<file path="src/dmss_pkg.sv">
// Purpose: shared constants of the multi-sector disk command sequencer
// Assumes: classic Wishbone, 8-bit registers in the low byte of 32-bit words
// Notes:   states are one-hot
package dmss_pkg;

  // ----------------------------------------------------------------
  // register byte addresses
  // ----------------------------------------------------------------
  localparam logic [7:0] ADR_DRIVE_CMD  = 8'h00;
  localparam logic [7:0] ADR_OP_CMD     = 8'h04;
  localparam logic [7:0] ADR_SECT_OPS   = 8'h08;
  localparam logic [7:0] ADR_SECT_NUM   = 8'h0c;
  localparam logic [7:0] ADR_STATUS     = 8'h10;
  localparam logic [7:0] ADR_ERROR      = 8'h14;
  localparam logic [7:0] ADR_INTERLOCK  = 8'h18;

  // ----------------------------------------------------------------
  // field positions
  // ----------------------------------------------------------------
  localparam int OC_IRQ_EN      = 0;
  localparam int OC_HDR_IRQ_EN  = 1;
  localparam int OC_INTERLOCK   = 2;
  localparam int OC_START_INDEX = 3;
  localparam int OC_REMOTE_DMA  = 4;
  localparam int DC_COMPARE_HDR = 1;
  localparam int DC_MULTI       = 2;
  localparam int ST_OP_DONE     = 0;
  localparam int ST_HDR_DONE    = 1;
  localparam int ST_ERROR       = 2;
  localparam int ST_NEXT_READY  = 3;
  localparam int ST_BUSY        = 4;
  localparam int ST_ILK_WAIT    = 5;
  localparam int ER_NOT_FOUND   = 0;
  localparam int ER_LATE_ILK    = 1;

  // ----------------------------------------------------------------
  // reset values and counts
  // ----------------------------------------------------------------
  localparam logic [7:0] RST_BYTE        = 8'h00;
  localparam logic [2:0] RST_PEND        = 3'h0;
  localparam logic [1:0] RST_ERR         = 2'h0;
  localparam logic [1:0] INDEX_LIMIT     = 2'h2;
  localparam int         SYNC_WIDTH      = 12;

  typedef enum logic [3:0] {
    S_IDLE    = 4'b0001,
    S_WAITIDX = 4'b0010,
    S_SEEK    = 4'b0100,
    S_XFER    = 4'b1000
  } dmss_state_t;

endpackage

</file>
<file path="src/dmss_sequencer.sv">
// Purpose: multi-sector, interlock and chaining command sequencer
// Assumes: Wishbone slave; channel pins asynchronous; xferDone on clock
// Notes:   one pending command may be queued once the header has passed
// Notes on behaviour
// sector count of a multi-sector command comes from the operations counter
// logical mode compares the sector-number counter instead of header sector byte
// host preloads first sector number and sector count
// each finished sector decrements operations counter, increments sector number
// keep seeking and transferring until operations counter is zero
// operations counter zero at end raises operation-complete interrupt
// sector not found ends the command early
// physical mode takes sectors in the order they pass the head
// physical mode skips header comparison
// start-at-index bit delays command start to next index pulse; a queued chained command goes straight to seek
// host loads track sector count for whole-track physical work
// host sets irq, header irq and interlock bits for interlock mode
// drive command write starts command; op command may start remote DMA
// interlock mode raises header-complete once header is located
// host reloads registers and command after header-complete
// host writes interlock register after every header-complete
// missing interlock write before next sector terminates command
// interlock mode interrupts at end of every header field
// completion readable from status and error registers
// new command accepted while old completes once next-command-ready
// chaining without interlock mode imposes no interlock deadline
// host uses interlock only for adjacent distinct operations
// late interlock is reported when next drive command is loaded
// interrupt causes stay pending until status register is read
//
// The Wishbone interface to the registers and the register offsets are this design's own decisions.
`timescale 1ns/100ps
module dmss_sequencer
(
  input  wire logic        clock,
  input  wire logic        arst_n,
  input  wire logic        wbCyc,
  input  wire logic        wbStb,
  input  wire logic        wbWe,
  input  wire logic [7:0]  wbAdr,
  input  wire logic [3:0]  wbSel,
  input  wire logic [31:0] wbDatI,
  output logic      [31:0] wbDatO,
  output logic             wbAck,
  input  wire logic        indexPin,
  input  wire logic        sectorPin,
  input  wire logic        hdrFoundPin,
  input  wire logic        hdrMatchPin,
  input  wire logic [7:0]  hdrSectorPin,
  input  wire logic        xferDone,
  output logic             xferReq,
  output logic             remoteDmaStart,
  output logic             irq
);

  logic [11:0]          syncBus;
  logic                 indexLvl, sectorLvl, hdrLvl, indexPrev, sectorPrev, hdrPrev;
  logic                 indexEdge, sectorEdge, hdrEdge, hdrMatch;
  logic [7:0]           hdrSector;
  dmss_pkg::dmss_state_t state, next_state;
  logic [7:0]           driveCmd, opCmd, sectorOps, sectorNum, pendCmd;
  logic [7:0]           next_driveCmd, next_opCmd, next_sectorOps, next_sectorNum, next_pendCmd;
  logic [2:0]           pend, next_pend;
  logic [1:0]           errBits, next_errBits, idxCnt, next_idxCnt;
  logic                 waitIlk, next_waitIlk, lateFlag, next_lateFlag;
  logic                 pendValid, next_pendValid;
  logic                 next_xferReq, next_remoteDmaStart, next_irq, next_wbAck;
  logic [31:0]          next_wbDatO;
  logic                 req, wrReq, rdReq, dcWrite, ilkWrite, hostCntWrite;
  logic                 nextReady, hdrAccept, lastSector, lateMiss;

  // ----------------------------------------------------------------
  // pin synchronisation and edges
  // ----------------------------------------------------------------
  dmss_sync #(.WIDTH(dmss_pkg::SYNC_WIDTH)) uSync
  (
    .clock   (clock),
    .arst_n  (arst_n),
    .pinIn   ({indexPin, sectorPin, hdrFoundPin, hdrMatchPin, hdrSectorPin}),
    .syncOut (syncBus)
  );

  assign {indexLvl, sectorLvl, hdrLvl, hdrMatch, hdrSector} = syncBus;
  assign indexEdge  = indexLvl & ~indexPrev;
  assign sectorEdge = sectorLvl & ~sectorPrev;
  assign hdrEdge    = hdrLvl & ~hdrPrev;

  // ----------------------------------------------------------------
  // bus decode and engine conditions
  // ----------------------------------------------------------------
  assign req          = wbCyc & wbStb & ~wbAck;
  assign wrReq        = req & wbWe & wbSel[0];
  assign rdReq        = req & ~wbWe;
  assign dcWrite      = wrReq & (wbAdr == dmss_pkg::ADR_DRIVE_CMD);
  assign ilkWrite     = wrReq & (wbAdr == dmss_pkg::ADR_INTERLOCK);
  assign hostCntWrite = wrReq & ((wbAdr == dmss_pkg::ADR_SECT_OPS)
                                 | (wbAdr == dmss_pkg::ADR_SECT_NUM));
  assign nextReady    = (state == dmss_pkg::S_IDLE) | (state == dmss_pkg::S_XFER);
  // logical compare or physical skip
  assign hdrAccept    = (state == dmss_pkg::S_SEEK) & hdrEdge
                        & (~driveCmd[dmss_pkg::DC_COMPARE_HDR]
                           | (hdrMatch & (hdrSector == sectorNum)));
  // count taken from operations counter
  assign lastSector   = ~driveCmd[dmss_pkg::DC_MULTI] | (sectorOps <= 8'h01);
  // deadline only in interlock mode
  assign lateMiss     = sectorEdge & opCmd[dmss_pkg::OC_INTERLOCK] & waitIlk & ~ilkWrite;

  // ----------------------------------------------------------------
  // next-value logic
  // ----------------------------------------------------------------
  always_comb
  begin
    next_state          = state;
    next_driveCmd       = driveCmd;
    next_opCmd          = opCmd;
    next_sectorOps      = sectorOps;
    next_sectorNum      = sectorNum;
    next_pendCmd        = pendCmd;
    next_pendValid      = pendValid;
    next_pend           = pend;
    next_errBits        = errBits;
    next_idxCnt         = idxCnt;
    next_waitIlk        = waitIlk;
    next_lateFlag       = lateFlag;
    next_xferReq        = xferReq;
    next_remoteDmaStart = 1'b0;
    next_wbAck          = req;
    next_wbDatO         = wbDatO;

    if (rdReq)
    begin
      case (wbAdr)
        dmss_pkg::ADR_DRIVE_CMD: next_wbDatO = {24'h000000, driveCmd};
        dmss_pkg::ADR_OP_CMD:    next_wbDatO = {24'h000000, opCmd};
        dmss_pkg::ADR_SECT_OPS:  next_wbDatO = {24'h000000, sectorOps};
        dmss_pkg::ADR_SECT_NUM:  next_wbDatO = {24'h000000, sectorNum};
        dmss_pkg::ADR_STATUS:    next_wbDatO = {26'h0, waitIlk, ~(state == dmss_pkg::S_IDLE),
                                                nextReady, pend};
        dmss_pkg::ADR_ERROR:     next_wbDatO = {30'h0, errBits};
        default:                 next_wbDatO = 32'h00000000;
      endcase
    end
    // status read clears causes; later sets win
    if (rdReq && wbAdr == dmss_pkg::ADR_STATUS)
    begin
      next_pend = dmss_pkg::RST_PEND;
    end

    if (wrReq)
    begin
      case (wbAdr)
        dmss_pkg::ADR_OP_CMD:
        begin
          next_opCmd = wbDatI[7:0];
          // remote DMA kick
          next_remoteDmaStart = wbDatI[dmss_pkg::OC_REMOTE_DMA];
        end
        dmss_pkg::ADR_SECT_OPS:  next_sectorOps = wbDatI[7:0];
        dmss_pkg::ADR_SECT_NUM:  next_sectorNum = wbDatI[7:0];
        dmss_pkg::ADR_INTERLOCK: next_waitIlk   = 1'b0;
        default:                 next_wbDatO    = next_wbDatO;
      endcase
    end

    // drive command accept, queue or late report
    if (dcWrite)
    begin
      if (state == dmss_pkg::S_IDLE && lateFlag)
      begin
        next_lateFlag                     = 1'b0;
        next_errBits[dmss_pkg::ER_LATE_ILK] = 1'b1;
        next_pend[dmss_pkg::ST_ERROR]     = 1'b1;
      end
      else if (state == dmss_pkg::S_IDLE && wbDatI[7:0] != 8'h00)
      begin
        next_driveCmd = wbDatI[7:0];
        next_errBits  = dmss_pkg::RST_ERR;
        next_idxCnt   = 2'h0;
        // wait for index when selected
        next_state    = opCmd[dmss_pkg::OC_START_INDEX] ? dmss_pkg::S_WAITIDX
                                                        : dmss_pkg::S_SEEK;
      end
      else if (state == dmss_pkg::S_XFER && !pendValid)
      begin
        next_pendCmd   = wbDatI[7:0];
        next_pendValid = 1'b1;
      end
    end

    case (state)
      dmss_pkg::S_IDLE:
      begin
        if (lateMiss)
        begin
          next_lateFlag = 1'b1;
          next_waitIlk  = 1'b0;
        end
      end
      dmss_pkg::S_WAITIDX:
      begin
        // begin on index pulse
        if (indexEdge)
        begin
          next_state = dmss_pkg::S_SEEK;
        end
      end
      dmss_pkg::S_SEEK:
      begin
        // take the first acceptable header passing the head
        if (hdrAccept)
        begin
          next_state   = dmss_pkg::S_XFER;
          next_xferReq = 1'b1;
          next_idxCnt  = 2'h0;
          // header complete cause
          if (opCmd[dmss_pkg::OC_HDR_IRQ_EN])
          begin
            next_pend[dmss_pkg::ST_HDR_DONE] = 1'b1;
          end
          if (opCmd[dmss_pkg::OC_INTERLOCK])
          begin
            next_waitIlk = 1'b1;
          end
        end
        else if (indexEdge)
        begin
          next_idxCnt = idxCnt + 2'h1;
          // two index pulses without the sector
          if (idxCnt == dmss_pkg::INDEX_LIMIT - 2'h1)
          begin
            next_state                           = dmss_pkg::S_IDLE;
            next_errBits[dmss_pkg::ER_NOT_FOUND] = 1'b1;
            next_pend[dmss_pkg::ST_ERROR]        = 1'b1;
            next_pendValid                       = 1'b0;
          end
        end
      end
      dmss_pkg::S_XFER:
      begin
        if (xferDone)
        begin
          next_xferReq = 1'b0;
          // per-sector counter update
          next_sectorOps = sectorOps - 8'h01;
          next_sectorNum = sectorNum + 8'h01;
          if (lastSector)
          begin
            // operation complete
            next_pend[dmss_pkg::ST_OP_DONE] = 1'b1;
            next_sectorOps                  = dmss_pkg::RST_BYTE;
            if (next_pendValid)
            begin
              next_driveCmd  = next_pendCmd;
              next_pendValid = 1'b0;
              next_state     = dmss_pkg::S_SEEK;
            end
            else
            begin
              next_state = dmss_pkg::S_IDLE;
            end
          end
          else
          begin
            // go after the next sector
            next_state = dmss_pkg::S_SEEK;
          end
        end
      end
      default:
      begin
        next_state = dmss_pkg::S_IDLE;
      end
    endcase

    // interlock deadline missed while active
    if (state != dmss_pkg::S_IDLE && lateMiss)
    begin
      next_state     = dmss_pkg::S_IDLE;
      next_xferReq   = 1'b0;
      next_pendValid = 1'b0;
      next_waitIlk   = 1'b0;
      next_lateFlag  = 1'b1;
    end

    next_irq = next_opCmd[dmss_pkg::OC_IRQ_EN]
               & (next_pend[dmss_pkg::ST_OP_DONE] | next_pend[dmss_pkg::ST_ERROR]
                  | (next_opCmd[dmss_pkg::OC_HDR_IRQ_EN] & next_pend[dmss_pkg::ST_HDR_DONE]));
  end

  // ----------------------------------------------------------------
  // state registers
  // ----------------------------------------------------------------
  always_ff @(posedge clock or negedge arst_n)
  begin
    if (!arst_n)
    begin
      state          <= dmss_pkg::S_IDLE;
      driveCmd       <= dmss_pkg::RST_BYTE;
      opCmd          <= dmss_pkg::RST_BYTE;
      sectorOps      <= dmss_pkg::RST_BYTE;
      sectorNum      <= dmss_pkg::RST_BYTE;
      pendCmd        <= dmss_pkg::RST_BYTE;
      pendValid      <= 1'b0;
      pend           <= dmss_pkg::RST_PEND;
      errBits        <= dmss_pkg::RST_ERR;
      idxCnt         <= 2'h0;
      waitIlk        <= 1'b0;
      lateFlag       <= 1'b0;
      xferReq        <= 1'b0;
      remoteDmaStart <= 1'b0;
      irq            <= 1'b0;
      wbAck          <= 1'b0;
      wbDatO         <= 32'h00000000;
      indexPrev      <= 1'b0;
      sectorPrev     <= 1'b0;
      hdrPrev        <= 1'b0;
    end
    else
    begin
      state          <= next_state;
      driveCmd       <= next_driveCmd;
      opCmd          <= next_opCmd;
      sectorOps      <= next_sectorOps;
      sectorNum      <= next_sectorNum;
      pendCmd        <= next_pendCmd;
      pendValid      <= next_pendValid;
      pend           <= next_pend;
      errBits        <= next_errBits;
      idxCnt         <= next_idxCnt;
      waitIlk        <= next_waitIlk;
      lateFlag       <= next_lateFlag;
      xferReq        <= next_xferReq;
      remoteDmaStart <= next_remoteDmaStart;
      irq            <= next_irq;
      wbAck          <= next_wbAck;
      wbDatO         <= next_wbDatO;
      indexPrev      <= indexLvl;
      sectorPrev     <= sectorLvl;
      hdrPrev        <= hdrLvl;
    end
  end
endmodule

</file>
<file path="src/dmss_sync.sv">
// Purpose: two-flop synchroniser for channel pins
// Assumes: each bit is a slow level or a pulse wider than two clocks
// Notes:   first stage feeds only the second stage
`timescale 1ns/100ps
module dmss_sync
#(
  parameter int WIDTH = dmss_pkg::SYNC_WIDTH
)
(
  input  wire logic             clock,
  input  wire logic             arst_n,
  input  wire logic [WIDTH-1:0] pinIn,
  output logic      [WIDTH-1:0] syncOut
);

  logic [WIDTH-1:0] stage1;

  // ----------------------------------------------------------------
  // per-bit flop pairs
  // ----------------------------------------------------------------
  genvar i;
  generate
    for (i = 0; i < WIDTH; i++)
    begin : g_bit
      always_ff @(posedge clock or negedge arst_n)
      begin
        if (!arst_n)
        begin
          stage1[i]  <= 1'b0;
          syncOut[i] <= 1'b0;
        end
        else
        begin
          stage1[i]  <= pinIn[i];
          syncOut[i] <= stage1[i];
        end
      end
    end
  endgenerate

endmodule
</file>
<file path="config.mk">
export PLATFORM = sky130hd
export DESIGN_NAME = dmss_sequencer
export DESIGN_NICKNAME = d
export VERILOG_FILES = /design/src/dmss_pkg.sv /design/src/dmss_sequencer.sv /design/src/dmss_sync.sv
export SDC_FILE = /design/constraint.sdc
export NUM_CORES = 1
export LEC_CHECK = 0
export BUFFER_PORTS_ARGS = -buffer_cell sky130_fd_sc_hd__buf_4
export CORE_MARGIN = 2
export CORE_UTILIZATION = 35
export DETAILED_ROUTE_END_ITERATION = 16
export SYNTH_ARGS = -nofsm -noshare
export SYNTH_HDL_FRONTEND = slang
export SYNTH_HIERARCHICAL = 1
export SYNTH_SLANG_ARGS = --single-unit
</file>
<file path="constraint.sdc">
create_clock -name clock -period 2.9 [get_ports clock]
set_input_delay 0.58 -clock clock [delete_from_list [all_inputs] [get_ports clock]]
set_output_delay 0.58 -clock clock [all_outputs]
set_load 0.02 [all_outputs]
</file>
# Word-level counts from Yosys, hierarchy flattened
# Index checks and enable logic that the tools add are counted.
# op_classes
n_addsub,3
n_lt_le_gt_ge,1
eq_ne,15
muxes,91
bitwise_logic,32
reduce_logical,13
# op_table
op,count
two-way mux 8 bit,20
one-hot mux 8 bit (6 select lines),1
two-way mux 1 bit,43
two-way mux 4 bit,10
"equality test 8 x 5 -> 1 bit, second input constant",3
two-way mux 2 bit,10
AND 1 bit,18
"equality test 8 x 4 -> 1 bit, second input constant",2
one-hot mux 4 bit (4 select lines),1
two-way mux 3 bit,3
inverter 1 bit,9
"adder 8 x 1 -> 8 bit, second input constant",1
"equality test 8 x 3 -> 1 bit, second input constant",1
equality test 8 bit,1
"less-or-equal comparator 8 x 1 -> 1 bit, second input constant",1
zero test 8 bit,1
nonzero test 8 bit,1
"subtractor 8 x 1 -> 8 bit, second input constant",1
"inequality test 3 x 2 -> 1 bit, second input constant",2
one-hot mux 1 bit (2 select lines),3
logical AND 1 bit,5
bitwise OR 1 bit,5
"equality test 4 x 1 -> 1 bit, second input constant",1
"equality test 4 x 2 -> 1 bit, second input constant",1
10 further kinds,11
# word_totals
ff_bits,117
in_bits,62
out_inout_bits,36
elab_cells,201

# Logic depth before layout (Yosys ltp)
# depth
depth_word,14
mapped_depth,9
depth_no_buf,8

# Modules after synthesis
# Netlist, hierarchy kept.
# modules_own_cells
mod,instances,cells_each,area_each_um2
dmss_sequencer,1,409,3897.5
dmss_sync,1,24,600.6

# Worst setup path after synthesis
# OpenSTA, ideal clock, no wires.
# synth_timing
path_kind,input to register
startpoint,input port wbAdr[1]
endpoint,register pendCmd[0]
setup_time_ps,125
t_arrival_ps,2543
t_required_ps,2775
slack_ps,232
cell_stages,6
path_cell_list,or4_1 -> buf_2 -> or3_1 -> buf_2 -> nor4_4 -> mux2_2
# synth_via
elab_chain_cells,3
# synth_rtl
item,line,text
start: declaration,dmss_sequencer.sv:39,"input wire logic [7:0] wbAdr,"
zero test 8 bit,dmss_sequencer.sv:93,assign dcWrite = wrReq & (wbAdr == dmss_pkg::ADR_DRIVE_CMD);
AND 1 bit,dmss_sequencer.sv:93,
two-way mux 8 bit,dmss_sequencer.sv:165,if (dcWrite)
named net next_pendCmd[0],dmss_sequencer.sv:61,"logic [7:0] next_driveCmd, next_opCmd, next_sectorOps, next_sectorNum, next_pendCmd;"
end signal: assignment,dmss_sequencer.sv:301,pendCmd <= dmss_pkg::RST_BYTE;
end signal: assignment,dmss_sequencer.sv:324,pendCmd <= next_pendCmd;
end: declaration,dmss_sequencer.sv:60,"logic [7:0] driveCmd, opCmd, sectorOps, sectorNum, pendCmd;"
# The timed path passes the listed nets, and every way through them passes these cells.
# A chain may end at the register's enable or synchronous reset.

# Final worst setup path
# layout_timing
startpoint,register sectorOps[3]
endpoint,register driveCmd[7]
# layout_via
elab_chain_cells,5
# layout_rtl
item,line,text
start: declaration,dmss_sequencer.sv:60,
start signal: assignment,dmss_sequencer.sv:299,sectorOps <= dmss_pkg::RST_BYTE;
start signal: assignment,dmss_sequencer.sv:322,sectorOps <= next_sectorOps;
less-or-equal comparator 8 x 1 -> 1 bit,dmss_sequencer.sv:103,assign lastSector = ~driveCmd[dmss_pkg::DC_MULTI] | (sectorOps <= 8'h01);
bitwise OR 1 bit,dmss_sequencer.sv:103,
two-way mux 8 bit,dmss_sequencer.sv:245,if (lastSector)
two-way mux 8 bit,dmss_sequencer.sv:239,if (xferDone)
two-way mux 8 bit,dmss_sequencer.sv:189,case (state)
named net next_driveCmd[7],dmss_sequencer.sv:61,
end signal: assignment,dmss_sequencer.sv:297,driveCmd <= dmss_pkg::RST_BYTE;
end signal: assignment,dmss_sequencer.sv:320,driveCmd <= next_driveCmd;
end: declaration,dmss_sequencer.sv:60,
# The timed path passes the listed nets, and every way through them passes these cells.

==> flow_metrics.env <==
export IMPL_instances_no_fill=664
export IMPL_firstDrtPassIters=4
export IMPL_clk_latency_ps=350
export IMPL_ys_types=64
export IMPL_yosysTopAreaCellShare_pct=51.2
export IMPL_ant_nets=0
export IMPL_drcViolationCount=0
export IMPL_fmax_mhz=386
export IMPL_crit_top_cell="nor2_1"
export IMPL_core_area_mm2=0.0126
export IMPL_grt_pass1_vias=3408
export IMPL_yosys_area_share_adder_pct=1.11
export IMPL_wl_um=10700
export IMPL_ios=98
export IMPL_path_buf_inv=0
export IMPL_die_x_um=117
export IMPL_cp_depth=6
export IMPL_crit_path_max_fanout=9
export IMPL_cts_max_level=3
export IMPL_setup_viol=0
export IMPL_wl_per_cell_um=16.2
export IMPL_synth_compound_area_share_pct=16.3
export IMPL_vias_per_cell=5.31
export IMPL_period_share_pct=89.4
export IMPL_cts_setup_buffers=0
export IMPL_drive_gt1_share_pct=21.5
export IMPL_globalplace_congestion=0.823
export IMPL_cts_resized=0
export IMPL_status="finished clean"
export IMPL_synthMuxAreaShare_pct=5.40
export IMPL_async_flop_share_pct=100
export IMPL_layout_nets=553
export IMPL_reg2reg_depth=6
export IMPL_crit_family="simple AND/OR/NAND/NOR gates"
export IMPL_grt_pass1_wl_um=17800
export IMPL_drv_slew=0
export IMPL_grtUsageTotal_pct=16.4
export IMPL_hold_buffers=0
export IMPL_cp_end_kind="flop"
export IMPL_worstMarginPinSlew_ps=733
export IMPL_fin_ws_ps=306
export IMPL_antenna_cells=0
export IMPL_clkSlewWorstSetupHoldPaths_ps=70
export IMPL_synth_edf_count=0
export IMPL_slowest_stage="or4_1"
export IMPL_cts_tree="done"
export IMPL_overflow=0
export IMPL_ir_worst_vdd_mv=0.248
export IMPL_die_area_mm2=0.0138
export IMPL_period_minus_slack_ps=2590
export IMPL_rsz0062_at_grt="false"
export IMPL_ys_top_cells_by_area="dfrtp_1 51%, buf_4 4.0%, mux2_2 3.5%"
export IMPL_crit_arrival_ps=2830
export IMPL_synth_cell_area_mm2=0.00450
export IMPL_synthCells=433
export IMPL_synth_seq_cells=93
export IMPL_synth_simple_gate_area_share_pct=17.4
export IMPL_skew_ps=12.7
export IMPL_yosys_warnings=6
export IMPL_cts_root_buffer="clkbuf_16"
export IMPL_rows=41
export IMPL_fin_hold_ws_ps=260
export IMPL_cts_sinks=93
export IMPL_hold_viol_final=0
export IMPL_placedCellCount=648
export IMPL_crit_path_start_kind="flop"
export IMPL_port_buffers=46
export IMPL_power_mw=2.66
export IMPL_yosysSeqAreaShare_pct=51.8
export IMPL_synth_top_cell_by_area="dfrtp_1"
export IMPL_post_place_ws_ps=107
export IMPL_dieHeight_um=117
export IMPL_max_cap_viol_count=0
export IMPL_synth_top_family_by_area="simple AND/OR/NAND/NOR gates"
export IMPL_cts_buffers_inserted=9
export IMPL_tns_ps=0
export IMPL_p_per_area_mw_per_mm2=503
export IMPL_final_area_mm2=0.00529
export IMPL_drt_iter0_drc=234
export IMPL_syn2layout_area_growth_pct=17.7
export IMPL_cts_path_max_buffers=2
export IMPL_synth_xor_area_share_pct=1.75
export IMPL_leakagePower_nw=2.51
export IMPL_crit_type="flop to flop"
export IMPL_max_stage_delay_ps=600
export IMPL_ys_flop_type="dfrtp_1"
export IMPL_crit_chain="or4_1 -> o41a_1 -> nor2_1 -> nand2_1 -> o22ai_1 -> nor2_1"
export IMPL_slew_headroom_pct=50.5
export IMPL_dp_hpwl_um=7910
export IMPL_initial_core_util_pct=35.8
export IMPL_fin_util_pct=42.1
export IMPL_vias=3529
export IMPL_syn_area_per_cell_um2=10.4
export IMPL_yosysMostFrequentCell="dfrtp_1"
export IMPL_place_area_mm2=0.00502
export IMPL_hold_class="input pin to asynchronous set/reset pin"
export IMPL_grt_start_max_net_pins=94
export IMPL_ys_top_cells_by_count="92 x dfrtp_1, 42 x nand2_1, 33 x nor2_1, 27 x a21oi_1, 24 x buf_4"
export IMPL_cp_required_ps=3130
export IMPL_antenna_found_initial=0
kinds of logic (layout without fill, tap and decap cells):
| logic type | after synthesis | in the layout |
|---|---|---|
| AND/OR/NAND/NOR | 149 | 149 |
| AO/OA/AOI/OAI | 109 | 109 |
| flip-flops | 93 | 93 |
| buffers and inverters | 48 | 84 |
| multiplexers | 20 | 20 |
| XOR/XNOR | 9 | 9 |
| adder cells (fa/ha/maj) | 4 | 4 |
| other | 1 | 24 |
sequential cells by signal, summed over array words and instances, names as in the netlist, 3 cells and up:
signal and cells:
sectorNum 8, state 4, driveCmd 8, sectorOps 8, pend 3, wbDatO 8, pendCmd 8, opCmd 8
uSync/stage1 12, uSync/syncOut 12
layout make-up:
cell class	instances	area (um^2)
sequential	93	2330
clock buffer	10	239
multi-input combinational	315	1980
timing repair buffer	60	463
fill	1217	7280
inverter	8	30.0
clock inverter	6	36.3
tap	172	215
report_power, final:
part	internal, mW	leakage, nW	switching, mW	total, mW
clock	0.601	0.138	0.496	1.10
combinational	0.0794	1.16	0.140	0.219
sequential	1.33	1.21	0.0186	1.35
total	2.01	2.51	0.655	2.66
worst reg2reg max path, stage by stage, from the launching register on:
cell and delay (ps):
dfrtp_1 470, or4_1 600, o41a_1 480, nor2_1 320
nand2_1 300, o22ai_1 240, nor2_1 60
path summary, 6_finish.rpt:
| kind | start | end | slack [ps] |
|---|---|---|---|
| min | arst_n | uSync/stage1[9]$_DFF_PN0_ | 260 |
| max reg2reg | sectorOps[3]$_DFF_PN0_ | driveCmd[7]$_DFF_PN0_ | 310 |
| max in group asynchronous | arst_n | state[2]$_DFF_PN0_ | 2230 |
| min reg2reg | uSync/stage1[2]$_DFF_PN0_ | uSync/syncOut[2]$_DFF_PN0_ | 350 |
| min in group clock | hdrMatchPin | uSync/stage1[8]$_DFF_PN0_ | 330 |
| max | sectorOps[3]$_DFF_PN0_ | driveCmd[7]$_DFF_PN0_ | 310 |
placed cells by master, fill, tap and decap left out, types with 5 or more instances in the layout:
master / n
clkbuf_16: 9
a22oi_1: 6
a21oi_1: 27
conb_1: 24
inv_1: 8
o22ai_1: 12
o21ai_0: 19
nand2_1: 42
nor3_1: 8
and2_1: 5
a21o_1: 9
mux2_2: 14
nor2_1: 33
nor2b_1: 6
dfrtp_1: 92
nand3_1: 14
nand2b_1: 6
a222oi_1: 5
xnor2_1: 8
and3_1: 6
buf_4: 59
metal layers:
metal	part of all wire [%]	routed length, um	GRT usage [%]	vias up
li1	-	-	-	1646
met1	47	5010	22.4	1743
met2	46	4960	25.3	124
met3	5.2	560	3.79	16
met4	1.8	196	6.40	0
met5	0	0	0	-
(Power assumes the default switching activity.)
